**src/hdl/arpr_pkg.sv**
```systemverilog
// Purpose: Constants and types for the audio record and power register bank.
// Assumes: Register indexes are the 7-bit addresses carried in the link's command address slot.
// Notes: Times are in microseconds; cycle counts are derived from the 50 MHz clock.
// Summary of operation
// - Left source field: 000 takes microphone, 100 takes left line, others reserved.
// - Right source field: 000 copies left, 100 takes right line, others reserved.
// - Right source 000 gives mono; gain then follows the left setting only.
// - Left record gain field is a 4-bit code in 1.5 dB steps.
// - Right record gain field is a 4-bit code in 1.5 dB steps.
// - Loopback bit feeds the ADC output straight into the DAC input.
// - Power-down bits stop link output, reference, DAC path and ADC path; the clock-off bit only drives o_power.
// - Low byte of power register reports reference, DAC and ADC readiness.
// - Writes to the power register leave its low status byte untouched.
// - Codec ready is raised a fixed 2 us after reset, whatever the power and readiness bits say.
package arpr_pkg;

    localparam logic [6:0]  IDX_REC_SRC    = 7'h1a;
    localparam logic [6:0]  IDX_REC_GAIN   = 7'h1c;
    localparam logic [6:0]  IDX_GENERAL    = 7'h20;
    localparam logic [6:0]  IDX_POWER      = 7'h26;

    localparam logic [15:0] RST_REC_SRC    = 16'h0000;
    localparam logic [15:0] RST_REC_GAIN   = 16'h8000;
    localparam logic [15:0] RST_GENERAL    = 16'h0000;
    localparam logic [15:0] RST_POWER      = 16'h0000;

    // Field positions (lowest bit of each field).
    localparam int          POS_SRC_L      = 8;
    localparam int          POS_SRC_R      = 0;
    localparam int          POS_MUTE       = 15;
    localparam int          POS_GAIN_L     = 8;
    localparam int          POS_GAIN_R     = 0;
    localparam int          POS_LOOP       = 7;
    localparam int          POS_CLK_OFF    = 13;
    localparam int          POS_LINK_PD    = 12;
    localparam int          POS_REF_PD     = 11;
    localparam int          POS_DAC_PD     = 9;
    localparam int          POS_ADC_PD     = 8;
    localparam int          POS_REF_RDY    = 3;
    localparam int          POS_DAC_RDY    = 1;
    localparam int          POS_ADC_RDY    = 0;

    localparam logic [2:0]  SRC_MIC        = 3'h0;
    localparam logic [2:0]  SRC_COPY_LEFT  = 3'h0;
    localparam logic [2:0]  SRC_LINE       = 3'h4;

    // Link frame layout in bit positions counted from the first bit of slot 0.
    localparam int          SLOT0_BITS     = 16;
    localparam int          SLOT_BITS      = 20;
    localparam logic [7:0]  END_SLOT0      = 8'h0f;
    localparam logic [7:0]  END_SLOT1      = 8'h23;
    localparam logic [7:0]  END_SLOT2      = 8'h37;
    localparam logic [7:0]  END_SLOT3      = 8'h4b;
    localparam logic [7:0]  END_SLOT4      = 8'h5f;
    localparam int          TAG_READY      = 15;
    localparam int          TAG_SLOT1      = 14;
    localparam int          TAG_SLOT2      = 13;
    localparam int          TAG_SLOT3      = 12;
    localparam int          TAG_SLOT4      = 11;

    localparam int          CLK_MHZ        = 50;
    localparam int          CODEC_READY_US = 2;
    localparam int          REF_SETTLE_US  = 1;
    localparam logic [7:0]  CODEC_READY_CYC = 8'(CODEC_READY_US * CLK_MHZ);
    localparam logic [7:0]  REF_SETTLE_CYC  = 8'(REF_SETTLE_US * CLK_MHZ);

    typedef struct packed {
        logic [19:0] left;
        logic [19:0] right;
    } arpr_stereo_type;

    typedef struct packed {
        logic [3:0] left;
        logic [3:0] right;
    } arpr_gain_type;

    typedef struct packed {
        logic internal_clock_off;
        logic link_power_down;
        logic audio_reference_power_down;
        logic playback_path_power_down;
        logic capture_path_power_down;
    } arpr_power_type;

endpackage

```
**src/hdl/arpr_regs.sv**
```systemverilog
// Purpose: Record source, record gain, loopback and power registers behind the serial audio link.
// Assumes: Bit clock, sync and serial data come from the host and are sampled by i_clk.
// Notes: Host data is taken on bit clock falling edges; returned data changes on rising edges.
module arpr_regs (
    input  wire logic                      i_clk,
    input  wire logic                      i_rst_n,
    input  wire logic                      i_bit_clk,
    input  wire logic                      i_sync,
    input  wire logic                      i_sdata_out,
    input  wire logic [19:0]               i_mic_sample,
    input  wire arpr_pkg::arpr_stereo_type i_line_sample,
    output logic                           o_sdata_in,
    output logic                           o_codec_ready,
    output arpr_pkg::arpr_stereo_type      o_rec_sample,
    output arpr_pkg::arpr_gain_type        o_rec_gain,
    output arpr_pkg::arpr_stereo_type      o_dac_sample,
    output logic                           o_loop_enable,
    output arpr_pkg::arpr_power_type       o_power
);

    logic [2:0]                left_record_source_sel;
    logic [2:0]                right_record_source_sel;
    logic                      record_mute_bit;
    logic [3:0]                left_record_gain;
    logic [3:0]                right_record_gain;
    logic                      adc_to_dac_loop_enable;
    arpr_pkg::arpr_power_type  pwr;
    logic                      ref_rdy;
    logic                      dac_rdy;
    logic                      adc_rdy;
    logic [7:0]                ref_cnt;
    logic [7:0]                rdy_cnt;

    logic [2:0]                bclk_s;
    logic [1:0]                sync_s;
    logic [1:0]                sdo_s;
    logic                      sync_prev;
    logic [7:0]                cnt;
    logic [18:0]               shift_in;
    logic                      tag_a;
    logic                      tag_d;
    logic [19:0]               cmd_addr;
    logic                      stat_valid;
    logic                      stat_send;
    logic [6:0]                stat_addr;
    logic [15:0]               stat_data;
    arpr_pkg::arpr_stereo_type dac_link;

    function automatic logic [15:0] reg_read(input logic [6:0] idx, input logic [15:0] src, input logic [15:0] gain,
                                             input logic [15:0] gen, input logic [15:0] pw);
        logic [15:0] r;
        r = 16'h0000;
        case (idx)
            arpr_pkg::IDX_REC_SRC:  r = src;
            arpr_pkg::IDX_REC_GAIN: r = gain;
            arpr_pkg::IDX_GENERAL:  r = gen;
            arpr_pkg::IDX_POWER:    r = pw;
            default:                r = 16'h0000;
        endcase
        return r;
    endfunction

    // Reserved positions are never stored, so they read back as zero.
    wire [15:0] rd_src   = (16'(left_record_source_sel) << arpr_pkg::POS_SRC_L)
                         | (16'(right_record_source_sel) << arpr_pkg::POS_SRC_R);
    wire [15:0] rd_gain  = (16'(record_mute_bit) << arpr_pkg::POS_MUTE)
                         | (16'(left_record_gain) << arpr_pkg::POS_GAIN_L)
                         | (16'(right_record_gain) << arpr_pkg::POS_GAIN_R);
    wire [15:0] rd_gen   = 16'(adc_to_dac_loop_enable) << arpr_pkg::POS_LOOP;
    wire [15:0] rd_pwr   = (16'(pwr.internal_clock_off) << arpr_pkg::POS_CLK_OFF)
                         | (16'(pwr.link_power_down) << arpr_pkg::POS_LINK_PD)
                         | (16'(pwr.audio_reference_power_down) << arpr_pkg::POS_REF_PD)
                         | (16'(pwr.playback_path_power_down) << arpr_pkg::POS_DAC_PD)
                         | (16'(pwr.capture_path_power_down) << arpr_pkg::POS_ADC_PD)
                         | (16'(ref_rdy) << arpr_pkg::POS_REF_RDY)
                         | (16'(dac_rdy) << arpr_pkg::POS_DAC_RDY)
                         | (16'(adc_rdy) << arpr_pkg::POS_ADC_RDY);

    // Edge detection works on the second and third stages only.
    wire        bclk_rise   = bclk_s[1] & ~bclk_s[2];
    wire        bclk_fall   = ~bclk_s[1] & bclk_s[2];
    wire        frame_start = sync_s[1] & ~sync_prev;
    wire [7:0]  next_cnt    = frame_start ? 8'h00 : ((cnt == 8'hff) ? cnt : cnt + 8'h01);
    wire [19:0] rx_word     = {shift_in, sdo_s[1]};
    wire [6:0]  cmd_idx     = cmd_addr[18:12];
    wire [15:0] wr_data     = rx_word[19:4];
    wire        wr_strobe   = bclk_fall && next_cnt == arpr_pkg::END_SLOT2 && tag_a && tag_d && !cmd_addr[19];
    wire        rd_strobe   = bclk_fall && next_cnt == arpr_pkg::END_SLOT1 && tag_a && rx_word[19];

    // Outgoing bit: the first bit of slot 0 goes out with the edge that raises sync.
    wire [7:0]  oidx        = (sync_s[1] & ~sync_prev) ? 8'h00 : cnt + 8'h01;
    wire        adc_ok      = adc_rdy & ~pwr.capture_path_power_down;
    wire [15:0] tx_slot0    = (16'(o_codec_ready) << arpr_pkg::TAG_READY)
                            | (16'(stat_send) << arpr_pkg::TAG_SLOT1)
                            | (16'(stat_send) << arpr_pkg::TAG_SLOT2)
                            | (16'(adc_ok) << arpr_pkg::TAG_SLOT3)
                            | (16'(adc_ok) << arpr_pkg::TAG_SLOT4);
    wire [99:0] tx_frame    = {tx_slot0[15:0], 1'b0, stat_addr, 12'h000, stat_data, 4'h0,
                               o_rec_sample.left, o_rec_sample.right, 4'h0};
    wire        tx_bit      = (oidx < 8'h60) ? tx_frame[7'h63 - oidx[6:0]] : 1'b0;

    // Record path selection.
    wire [19:0] sel_left    = (left_record_source_sel == arpr_pkg::SRC_MIC)  ? i_mic_sample :
                              (left_record_source_sel == arpr_pkg::SRC_LINE) ? i_line_sample.left : 20'h00000;
    wire [19:0] sel_right   = (right_record_source_sel == arpr_pkg::SRC_COPY_LEFT) ? sel_left :
                              (right_record_source_sel == arpr_pkg::SRC_LINE) ? i_line_sample.right : 20'h00000;
    wire        rec_silent  = record_mute_bit | pwr.capture_path_power_down;
    wire        mono        = right_record_source_sel == arpr_pkg::SRC_COPY_LEFT;
    arpr_pkg::arpr_stereo_type next_rec;
    arpr_pkg::arpr_stereo_type next_dac;
    assign next_rec.left   = rec_silent ? 20'h00000 : sel_left;
    assign next_rec.right  = rec_silent ? 20'h00000 : sel_right;
    // Loopback bypasses the link entirely; playback power-down still wins.
    assign next_dac        = pwr.playback_path_power_down ? 40'h0 :
                             (adc_to_dac_loop_enable ? o_rec_sample : dac_link);

    always_ff @(posedge i_clk or negedge i_rst_n) begin
        if (!i_rst_n) begin
            bclk_s <= 3'h0;
            sync_s <= 2'h0;
            sdo_s  <= 2'h0;
        end else begin
            bclk_s <= {bclk_s[1:0], i_bit_clk};
            sync_s <= {sync_s[0], i_sync};
            sdo_s  <= {sdo_s[0], i_sdata_out};
        end
    end

    // Host-to-device frame reception.
    always_ff @(posedge i_clk or negedge i_rst_n) begin
        if (!i_rst_n) begin
            sync_prev <= 1'b0;
            cnt       <= 8'hff;
            shift_in  <= 19'h00000;
            tag_a     <= 1'b0;
            tag_d     <= 1'b0;
            cmd_addr  <= 20'h00000;
            dac_link  <= 40'h0;
        end else if (bclk_fall) begin
            sync_prev <= sync_s[1];
            cnt       <= next_cnt;
            shift_in  <= rx_word[18:0];
            if (next_cnt == arpr_pkg::END_SLOT0) begin
                tag_a <= rx_word[arpr_pkg::TAG_SLOT1];
                tag_d <= rx_word[arpr_pkg::TAG_SLOT2];
            end
            if (next_cnt == arpr_pkg::END_SLOT1)
                cmd_addr <= rx_word;
            if (next_cnt == arpr_pkg::END_SLOT3)
                dac_link.left <= rx_word;
            if (next_cnt == arpr_pkg::END_SLOT4)
                dac_link.right <= rx_word;
        end
    end

    // A read answered in slot 0 tags and slots 1 and 2 of the following frame.
    always_ff @(posedge i_clk or negedge i_rst_n) begin
        if (!i_rst_n) begin
            stat_valid <= 1'b0;
            stat_send  <= 1'b0;
            stat_addr  <= 7'h00;
            stat_data  <= 16'h0000;
        end else if (rd_strobe) begin
            stat_valid <= 1'b1;
            stat_addr  <= rx_word[18:12];
            stat_data  <= reg_read(rx_word[18:12], rd_src, rd_gain, rd_gen, rd_pwr);
        end else if (bclk_fall && frame_start) begin
            stat_send  <= stat_valid;
            stat_valid <= 1'b0;
        end
    end

    // Register writes keep only defined fields.
    always_ff @(posedge i_clk or negedge i_rst_n) begin
        if (!i_rst_n) begin
            left_record_source_sel  <= arpr_pkg::RST_REC_SRC[arpr_pkg::POS_SRC_L +: 3];
            right_record_source_sel <= arpr_pkg::RST_REC_SRC[arpr_pkg::POS_SRC_R +: 3];
            record_mute_bit         <= arpr_pkg::RST_REC_GAIN[arpr_pkg::POS_MUTE];
            left_record_gain        <= arpr_pkg::RST_REC_GAIN[arpr_pkg::POS_GAIN_L +: 4];
            right_record_gain       <= arpr_pkg::RST_REC_GAIN[arpr_pkg::POS_GAIN_R +: 4];
            adc_to_dac_loop_enable  <= arpr_pkg::RST_GENERAL[arpr_pkg::POS_LOOP];
            pwr                     <= 5'h00;
        end else if (wr_strobe) begin
            case (cmd_idx)
                arpr_pkg::IDX_REC_SRC: begin
                    left_record_source_sel  <= wr_data[arpr_pkg::POS_SRC_L +: 3];
                    right_record_source_sel <= wr_data[arpr_pkg::POS_SRC_R +: 3];
                end
                arpr_pkg::IDX_REC_GAIN: begin
                    record_mute_bit   <= wr_data[arpr_pkg::POS_MUTE];
                    left_record_gain  <= wr_data[arpr_pkg::POS_GAIN_L +: 4];
                    right_record_gain <= wr_data[arpr_pkg::POS_GAIN_R +: 4];
                end
                arpr_pkg::IDX_GENERAL:
                    adc_to_dac_loop_enable <= wr_data[arpr_pkg::POS_LOOP];
                arpr_pkg::IDX_POWER: begin
                    // The low status byte is never taken from the written word.
                    pwr.internal_clock_off         <= wr_data[arpr_pkg::POS_CLK_OFF];
                    pwr.link_power_down            <= wr_data[arpr_pkg::POS_LINK_PD];
                    pwr.audio_reference_power_down <= wr_data[arpr_pkg::POS_REF_PD];
                    pwr.playback_path_power_down   <= wr_data[arpr_pkg::POS_DAC_PD];
                    pwr.capture_path_power_down    <= wr_data[arpr_pkg::POS_ADC_PD];
                end
                default: ;
            endcase
        end
    end

    // Readiness: the reference needs a settle time; the paths follow it.
    always_ff @(posedge i_clk or negedge i_rst_n) begin
        if (!i_rst_n) begin
            ref_cnt       <= 8'h00;
            ref_rdy       <= 1'b0;
            dac_rdy       <= 1'b0;
            adc_rdy       <= 1'b0;
            rdy_cnt       <= 8'h00;
            o_codec_ready <= 1'b0;
        end else begin
            if (pwr.audio_reference_power_down)
                ref_cnt <= 8'h00;
            else if (ref_cnt != arpr_pkg::REF_SETTLE_CYC)
                ref_cnt <= ref_cnt + 8'h01;
            ref_rdy <= !pwr.audio_reference_power_down && ref_cnt == arpr_pkg::REF_SETTLE_CYC;
            dac_rdy <= ref_rdy && !pwr.playback_path_power_down;
            adc_rdy <= ref_rdy && !pwr.capture_path_power_down;
            if (rdy_cnt != arpr_pkg::CODEC_READY_CYC)
                rdy_cnt <= rdy_cnt + 8'h01;
            o_codec_ready <= rdy_cnt == arpr_pkg::CODEC_READY_CYC;
        end
    end

    always_ff @(posedge i_clk or negedge i_rst_n) begin
        if (!i_rst_n) begin
            o_sdata_in    <= 1'b0;
            o_rec_sample  <= 40'h0;
            o_rec_gain    <= 8'h00;
            o_dac_sample  <= 40'h0;
            o_loop_enable <= 1'b0;
            o_power       <= 5'h00;
        end else begin
            if (pwr.link_power_down)
                o_sdata_in <= 1'b0;
            else if (bclk_rise)
                o_sdata_in <= tx_bit;
            o_rec_sample     <= next_rec;
            o_rec_gain.left  <= left_record_gain;
            o_rec_gain.right <= mono ? left_record_gain : right_record_gain;
            o_dac_sample     <= next_dac;
            o_loop_enable    <= adc_to_dac_loop_enable;
            o_power          <= pwr;
        end
    end

endmodule

```
**config.mk**
```make
export PLATFORM = sky130hd
export DESIGN_NAME = arpr_regs
export DESIGN_NICKNAME = d
export VERILOG_FILES = /design/src/hdl/arpr_pkg.sv /design/src/hdl/arpr_regs.sv
export SDC_FILE = /design/constraint.sdc
export NUM_CORES = 1
export LEC_CHECK = 0
export BUFFER_PORTS_ARGS = -buffer_cell sky130_fd_sc_hd__buf_2
export CAP_MARGIN = 0
export CORE_ASPECT_RATIO = 0.8
export CORE_MARGIN = 5
export CORE_UTILIZATION = 57
export CTS_CLUSTER_SIZE = 14
export DETAILED_ROUTE_END_ITERATION = 8
export PLACE_DENSITY = 0.79
export RECOVER_POWER = 50
export SYNTH_ARGS = -nofsm -noshare
export SYNTH_HDL_FRONTEND = slang
export SYNTH_SLANG_ARGS = --single-unit
```
**constraint.sdc**
```tcl
create_clock -name i_clk -period 3.6 [get_ports i_clk]
set_input_delay 0.18 -clock i_clk [delete_from_list [all_inputs] [get_ports i_clk]]
set_output_delay 0.18 -clock i_clk [all_outputs]
set_load 0.03 [all_outputs]
```
==> results of run 1 <==
[cell families (layout without fill, tap and decap cells)]
| group | Yosys count | count (layout) | synth area share (%) |
|---|---|---|---|
| adder cells (fa/ha/maj) | 6 | 6 | 0.711 |
| multiplexers | 164 | 164 | 17.3 |
| AO/OA/AOI/OAI | 134 | 134 | 9.15 |
| AND/OR/NAND/NOR | 222 | 222 | 10.7 |
| buffers and inverters | 85 | 313 | 3.26 |
| XOR/XNOR | 16 | 16 | 1.40 |
| flip-flops | 242 | 242 | 57.5 |
[layer usage]
layer | vias up | part of all wire, % | track usage (%)
met2 | 412 | 47 | 43.4
met5 | - | 0 | 0
met3 | 75 | 7.8 | 5.48
met4 | 0 | 3.8 | 10.3
met1 | 4053 | 41 | 38.3
li1 | 3550 | - | -
[report_power, final]
group	switching [W]	total (W)	internal, W	leakage, nW
registers	0.000270	0.00317	0.00290	3.18
logic	0.000744	0.00124	0.000494	2.44
clock network	0.00104	0.00249	0.00145	0.384
[worst reg2reg max path, cell delays in order, from the launching register on]
cell and delay (ps):
dfrtp_1 400, nor2b_1 200, clkbuf_1 810, o2111ai_2 350
nor4_4 340, buf_4 220, nand3_2 290, buf_4 320
nand2_1 90, o21ai_0 80
[synth_stat cells, drive strengths merged (13+ instances only)]
cell type  instances
buf               16
a21oi             17
o21ai             24
mux2i             49
a221oi            19
clkbuf            39
nand2b            13
nand2             36
a22oi             25
nand3             19
nor2              89
inv               30
nor3              13
mux2             113
dfrtp            233
[sequential cells by signal, summed over array words and instances, names as in the netlist, 12 cells and up]
register,cells
o_dac_sample,40
o_rec_sample,40
shift_in,19
stat_data,12
dac_link,40
[cell type report]
type | instances | area [µm²]
sequential | 242 | 6070
fill | 1268 | 5280
multi-input combinational | 542 | 4170
timing repair buffer | 244 | 1490
clock buffer | 29 | 628
tap | 230 | 288
clock inverter | 10 | 140
inverter | 30 | 113
[per-stage QoR]
| step | power (W) | util (%) |
|---|---|---|
| after detailed placement | 0.00437 | 64.1 |
| after global routing | 0.00716 | 70.9 |
| final | 0.00690 | 70.9 |
| after global placement | 0.00435 | 64.1 |
| after CTS | 0.00691 | 71.6 |
| after floorplan | 0.00391 | - |
[worst min path at each step]
stage	to	cells past startpoint
2_1_floorplan	adc_rdy$_DFF_PN0_	0
3_3_place_gp	sdo_s[0]$_DFF_PN0_	1
3_5_place_dp	sync_s[0]$_DFF_PN0_	1
4_1_cts	o_rec_sample[38]$_DFF_PN0_	3
5_1_grt	o_rec_sample[38]$_DFF_PN0_	3
6_report	o_rec_sample[38]$_DFF_PN0_	3
==> impl_metrics.toml, run 1 <==
[power]
powerDensity_nw_per_um2 = 536
leakage_nw = 6.00
ir_drop_uv = 363

[critical_path]
crit_end = "stat_data[10]$_DFFE_PN0P_"
crit_type = "reg2reg"
cpPeakStageDelay_ps = 810
path_cells = "nor2b_1 > clkbuf_1 > o2111ai_2 > nor4_4 > buf_4 > nand3_2 > buf_4 > nand2_1 > o21ai_0"
rrSetupSlack_ps = 410
crit_arrival_ps = 3590
cp_slowest_cell = "clkbuf_1"
critPathLaunchType = "flip-flop"
critPathLaunch = "bclk_s[1]$_DFF_PN0_"
path_delay_family = "buffers and inverters"
worstRegToRegCells = 9
reg2reg_to = "stat_data[10]$_DFFE_PN0P_"
cp_max_fo = 22
cp_data_required_time_ps = 4010
critPathCaptureType = "flip-flop"
r2r-start = "bclk_s[1]$_DFF_PN0_"
cp.depth = 9
cp_common_cell = "buf_4"
cp_num_buf_inv = 3

[drt]
vias = 8090
drt_iter0_drc = 729
drc = 0
wl_per_cell_um = 22.3
ant_nets = 0
vias_per_cell = 6.10
finalWirelength_mm = 29.6
dr.pass1.iters = 5

[finish]
area_growth_pct = 22.1
fin_nets = 1154
layout_common_cells = "dfrtp_1 (232), mux2_2 (106), nor2_1 (87)"
layout_commonest_cell = "dfrtp_1"
drive_above_1_share_pct = 25.1
diodes = 0
finish.instance_area_um2 = 12900
fin_cells = 1327

[timing]
slew_headroom_pct = -80.1
max_freq_mhz = 314
fin_hold_ws_ps = 25.6
final-setup-viol-count = 0
setup_tns_ps = 0
timing.final.crit_share_pct = 88.5
skew_ps = 16.6
worst_slack_ps = 413
min_period_ps = 3190
rsz0062_at_grt = "no"
hold_viol = 0
tightest_slew_ps = 2700
slew_viol_final = 111

[outcome]
violations = "capacitance limit, slew limit"
status = "finished, violations left"

[global_routing]
grt_max_degree = 112
first_global_vias = 8542
antenna_found_initial = 0
overflow = 0
grt_usage_pct = 27.6
grt_pass1_wl_mm = 47.1

[yosys]
synth_area_um2 = 10600
synth_nets = 940
yosysTopAreaCellShare_pct = 55.2
syn_area_per_cell_um2 = 12.1
synthDistinctLibCells = 67
synthCells = 869
synth_top_area_cell = "dfrtp_1"
synth_enable_flop_cells = 0
synth_ff_type = "dfrtp_1"
synthTopCellsByArea = "dfrtp_1 (55%), mux2_2 (11%), mux2i_1 (4.6%)"
ys_seq_area_share_pct = 57.5
synth_seq_cells = 242
ys_warn_count = 0
async_flop_share_pct = 100

[placement]
dp.cells = 1228
gp_congestion = 0.940
io_buffers = 160
placed_area_um2 = 11600
pre_cts_slack_ps = 563
place_hpwl_mm = 18.3

[cts]
htree_num_levels = 1
cts_tree = "yes"
cts-hold-fix-buffers = 60
cts_setup_buffers = 0
cts_max_path_buffers = 3
numCtsBuffers = 23
worstSkewPairLatency_ps = 530
cts.reportedPaths.clkPinSlew_ps = 60
cts_sinks = 242
cts_root_buffer = "clkbuf_16"
cts_resized = 0

[die]
die-width_um = 162
num_rows = 44
dieArea_um2 = 21400
pin_count = 161
core_region_area_um2 = 18200
die_h_um = 132
initial_core_util_pct = 58.1

[job]
maxCapViolations = 1

[min_path]
hp-class = "in2reg"
hold_path.startpoint = "i_line_sample[38]"
Note: power is estimated with default switching activity, not from simulation.
==> run 2, diff against run 1 <==
- CORE_UTILIZATION: 57 -> 55
- PLACE_DENSITY: 0.79 -> 0.77
==> impl_metrics.toml, run 2 (same netlist as run 1, synthesis figures left out) <==
[power]
ir_drop_uv = 338
power_frac_clock_pct = 37.9
p_int_w = 0.00501
p_sw_w = 0.00208
p_seq_share_pct = 44.6
comb_power_share_pct = 17.5
leakage_nw = 6.03
switching_share_pct = 29.3
powerDensity_nw_per_um2 = 545

[timing]
hold_viol = 0
tightest_slew_ps = 2350
slew_headroom_pct = -56.4
min_period_ps = 3190
timing.final.crit_share_pct = 88.7
final-setup-viol-count = 0
setup_tns_ps = 0
skew_ps = 17.7
slew_viol_final = 45
max_freq_mhz = 313
rsz0062_at_grt = "no"

[min_path]
worstHoldEndpoint = "o_rec_sample[34]$_DFF_PN0_"
worstHoldPathCells = 3
hold_path.startpoint = "i_line_sample[34]"
hp-class = "in2reg"

[finish]
layout_commonest_cell = "dfrtp_1"
reg_top3 = "dac_link x40, o_dac_sample x40, o_rec_sample x40"
utilization_pct = 68.7
fin_cells = 1362
fin_nets = 1157
diodes = 0
layout_common_cells = "dfrtp_1 (232), mux2_2 (106), clkbuf_1 (94)"
drive_above_1_share_pct = 25.0
area_growth_pct = 23.2

[critical_path]
critPathLaunchType = "flip-flop"
rrSetupSlack_ps = 410
critPathCaptureType = "flip-flop"
reg2reg_to = "adc_to_dac_loop_enable$_DFFE_PN0P_"
cpPeakStageDelay_ps = 630
cp_data_required_time_ps = 4010
path_cells = "ha_1 > nand3_1 > nor4b_2 > o221ai_1 > nor3_1 > nand2_1 > nor4b_1 > buf_4 > mux2_2"
crit_arrival_ps = 3600
worstRegToRegCells = 9
cp_max_fo = 9
crit_type = "reg2reg"
r2r-start = "cnt[0]$_DFFE_PN1P_"
cp_slowest_cell = "dfstp_2"

[global_routing]
overflow = 0
grt_pass1_wl_mm = 46.3
first_global_vias = 8446
grt_usage_pct = 26.7
grt_max_degree = 123
antenna_found_initial = 0

[drt]
vias_per_cell = 5.91
finalWirelength_mm = 29.6
ant_nets = 0
dr.pass1.iters = 5
drc = 0
vias = 8054
drt_iter0_drc = 712
wl_per_cell_um = 21.7

[die]
pin_count = 161
num_rows = 45
initial_core_util_pct = 55.8
die_h_um = 134
core_region_area_um2 = 18900
die-width_um = 165
dieArea_um2 = 22100

[cts]
worstSkewPairLatency_ps = 530
cts-hold-fix-buffers = 58
cts_resized = 0
cts_root_buffer = "clkbuf_16"
cts_setup_buffers = 0
cts_max_path_buffers = 3
cts_tree = "yes"
numCtsBuffers = 24
cts.reportedPaths.clkPinSlew_ps = 70
htree_num_levels = 1
cts_sinks = 242

[placement]
dp.cells = 1260
place_hpwl_mm = 18.6
gp_congestion = 0.907
io_buffers = 160

[outcome]
violations = "capacitance limit, slew limit"
status = "finished, violations left"

[job]
maxCapViolations = 1
-- run 2: changes by cell type in the layout (fill, tap and decap cells not counted), sizes merged --
cell / before / now
buf: 100 / 98
bufinv: 3 / 4
clkbuf: 113 / 124
clkinv: 6 / 4
clkinvlp: 0 / 1
dlygate4sd3: 60 / 58
-- run 2: how the worst max path moves through the flow --
stage / from / end / slack [ps] / depth (start not counted)
after floorplan: cnt[0]$_DFFE_PN1P_ / o_sdata_in$_DFFE_PN0P_ / 980 / 10
after global placement: cnt[0]$_DFFE_PN1P_ / adc_to_dac_loop_enable$_DFFE_PN0P_ / 460 / 9
after detailed placement: cnt[0]$_DFFE_PN1P_ / adc_to_dac_loop_enable$_DFFE_PN0P_ / 420 / 9
after CTS: cnt[0]$_DFFE_PN1P_ / adc_to_dac_loop_enable$_DFFE_PN0P_ / 400 / 9
after global routing: cnt[0]$_DFFE_PN1P_ / adc_to_dac_loop_enable$_DFFE_PN0P_ / 280 / 9
final: cnt[0]$_DFFE_PN1P_ / adc_to_dac_loop_enable$_DFFE_PN0P_ / 410 / 9
-- run 2: layer usage --
metal	routed length [µm]	GRT usage, %	vias to the layer above
li1	-	-	3557
met1	12500	36.8	4076
met2	14100	43.2	354
met3	1960	5.07	67
met4	1010	8.59	0
met5	0	0	-
-- run 2: power by group through the flow --
stage	logic (W)	registers, W	clock network (W)
2_1_floorplan	0.000756	0.00315	0
3_3_place_gp	0.00115	0.00319	0
3_5_place_dp	0.00117	0.00320	0
4_1_cts	0.00123	0.00315	0.00271
5_1_grt	0.00134	0.00318	0.00282
6_report	0.00124	0.00316	0.00269
-- run 2: critical path: cells and delay by family, from the launching register on --
kind | cells | cell delay, ps
DFF | 1 | 630
buffers and inverters | 1 | 200
adders and majority gates | 1 | 230
muxes | 1 | 310
and+or+nand+nor | 5 | 1480
AOI/OAI and AO/OA | 1 | 240
-- run 2: area by class of cell --
type | instances | area [µm²]
Inverter | 30 | 113
Fill cell | 1374 | 5920
Multi-Input combinational cell | 542 | 4170
Clock inverter | 10 | 168
Tap cell | 258 | 323
Clock buffer | 34 | 688
Sequential cell | 242 | 6070
Timing Repair Buffer | 246 | 1480
-- run 2: through the flow --
stage          hold WS [ps]  setup WS [ps]  total power, W  area, µm²
4_1_cts              0.0178            397         0.00709      13100
3_5_place_dp            300            416         0.00437      11700
5_1_grt                12.2            277         0.00734      13000
6_report               11.7            406         0.00709      13000
3_3_place_gp            289            459         0.00434      11700
2_1_floorplan          -116            975         0.00391      10600
==> run 3, diff against run 2 <==
- BUFFER_PORTS_ARGS: -buffer_cell sky130_fd_sc_hd__buf_2 -> -buffer_cell sky130_fd_sc_hd__clkbuf_2
- GPL_TIMING_DRIVEN: unset -> 0
- clock period: 3.6 -> 4.09 ns (I/O delays scaled with it)
==> impl_metrics.toml, run 3 (same netlist as run 1, synthesis figures left out) <==
[drt]
vias_per_cell = 5.91
finalWirelength_mm = 30.0
drt_iter0_drc = 950
ant_nets = 0
wl_per_cell_um = 21.6
dr.pass1.iters = 6
drc = 0
vias = 8180

[timing]
hold_viol = 0
worst_slack_ps = 681
tightest_slew_ps = 2230
final-setup-viol-count = 0
rsz0062_at_grt = "no"
timing.final.crit_share_pct = 83.4
slew_headroom_pct = -48.5
skew_ps = 14.4
slew_viol_final = 178
min_period_ps = 3410
max_freq_mhz = 293

[critical_path]
crit_arrival_ps = 3800
cp_data_required_time_ps = 4480
path_cells = "ha_1 > nand3_1 > or3_1 > a21oi_1 > nand4b_1 > nor3_1 > buf_2 > mux2_2"
cp_slowest_cell = "dfstp_2"
cp_max_fo = 10
critPathLaunchType = "flip-flop"
critPathCaptureType = "flip-flop"
rrSetupSlack_ps = 680
crit_type = "reg2reg"
cpPeakStageDelay_ps = 580
worstRegToRegCells = 8

[finish]
layout_common_cells = "dfrtp_1 (233), clkbuf_2 (140), mux2_2 (106)"
finish.instance_area_um2 = 13000
area_growth_pct = 22.9
fin_cells = 1384
utilization_pct = 68.5
fin_nets = 1179
reg_top3 = "dac_link x40, o_dac_sample x40, o_rec_sample x40"
layout_commonest_cell = "dfrtp_1"
drive_above_1_share_pct = 28.4

[power]
comb_power_share_pct = 19.4
p_seq_share_pct = 44.8
ir_drop_uv = 256
power_frac_clock_pct = 35.7
leakage_nw = 6.17
p_sw_w = 0.00184
powerDensity_nw_per_um2 = 469
switching_share_pct = 30.2
p_int_w = 0.00425

[die]
die-width_um = 165
pin_count = 161
die_h_um = 134
core_region_area_um2 = 18900
initial_core_util_pct = 55.8
num_rows = 45
dieArea_um2 = 22100

[global_routing]
grt_usage_pct = 27.3
overflow = 0
first_global_vias = 8190
antenna_found_initial = 1
grt_max_degree = 94
grt_pass1_wl_mm = 47.0

[placement]
place_hpwl_mm = 20.3
pre_cts_slack_ps = 842
io_buffers = 160
dp.cells = 1290
gp_congestion = 0.915
placed_area_um2 = 11800

[cts]
numCtsBuffers = 24
cts_resized = 0
cts_setup_buffers = 0
worstSkewPairLatency_ps = 520
cts.reportedPaths.clkPinSlew_ps = 60
cts_tree = "yes"
htree_num_levels = 1
cts_root_buffer = "clkbuf_16"
cts_max_path_buffers = 3
cts_sinks = 242

[min_path]
hp-class = "in2reg"
worstHoldPathCells = 3

[job]
maxCapViolations = 2

[outcome]
status = "finished, violations left"
violations = "capacitance limit, slew limit"
run 3: cell count changes in the layout (fill, tap and decap cells not counted), moves of 8 or more:
cell	delta
clkbuf_2	+139
dlygate4sd3_1	-8
buf_1	+8
clkbuf_1	-29
buf_4	-22
buf_2	-69
run 3: stage by stage:
stage          hold slack, ps  power [W]  TNS, ps
6_report                 9.14    0.00608        0
5_1_grt                  24.3    0.00631        0
4_1_cts                 0.538    0.00608        0
3_5_place_dp              250    0.00389        0
3_3_place_gp              313    0.00387  -448040
2_1_floorplan           -91.1    0.00344        0
run 3: worst max-delay path, delay by kind of cell, from the launching register on:
family                   cells  cell delay [ps]
AO/OA/AOI/OAI                1              430
multiplexers                 1              370
buffers and inverters        1              380
AND/OR/NAND/NOR              4             1290
adder cells (fa/ha/maj)      1              230
flip-flops                   1              580
run 3: per-layer routing:
metal  global-route usage (%)  share of wire (%)
met5                        0                  0
met4                     10.5                4.2
met3                     4.09                7.2
met2                     40.9                 45
met1                     40.5                 44
run 3: worst paths after layout:
kind	startpoint	endpoint
min in group asynchronous	i_rst_n	sync_prev$_DFFE_PN0P_
max in group asynchronous	i_rst_n	o_dac_sample[10]$_DFF_PN0_
hold reg to reg	sync_s[0]$_DFF_PN0_	sync_s[1]$_DFF_PN0_
hold / removal	i_line_sample[34]	o_rec_sample[34]$_DFF_PN0_
setup reg to reg	cnt[1]$_DFFE_PN1P_	dac_link[16]$_DFFE_PN0P_
setup / recovery	cnt[1]$_DFFE_PN1P_	dac_link[16]$_DFFE_PN0P_
run 3: repair_timing:
item	in CTS	in global routing
hold buffers	50	0
setup endpoints to repair	0	0
hold endpoints to repair	99	0
run 3: power groups by stage:
stage	registers, W	logic, W	clock network, W
floorplan	0.00277	0.000666	0
global placement	0.00276	0.00111	0
detailed placement	0.00276	0.00112	0
CTS	0.00272	0.00116	0.00219
global route	0.00274	0.00127	0.00230
finish	0.00273	0.00118	0.00217
run 3: cell type report:
class | instances | area, µm²
Clock buffer | 35 | 702
Clock inverter | 8 | 81.3
Fill cell | 1391 | 5950
Antenna cell | 1 | 2.50
Multi-Input combinational cell | 542 | 4140
Sequential cell | 242 | 6070
Tap cell | 258 | 323
Buffer | 55 | 231
Timing Repair Buffer | 213 | 1300
Inverter | 30 | 113
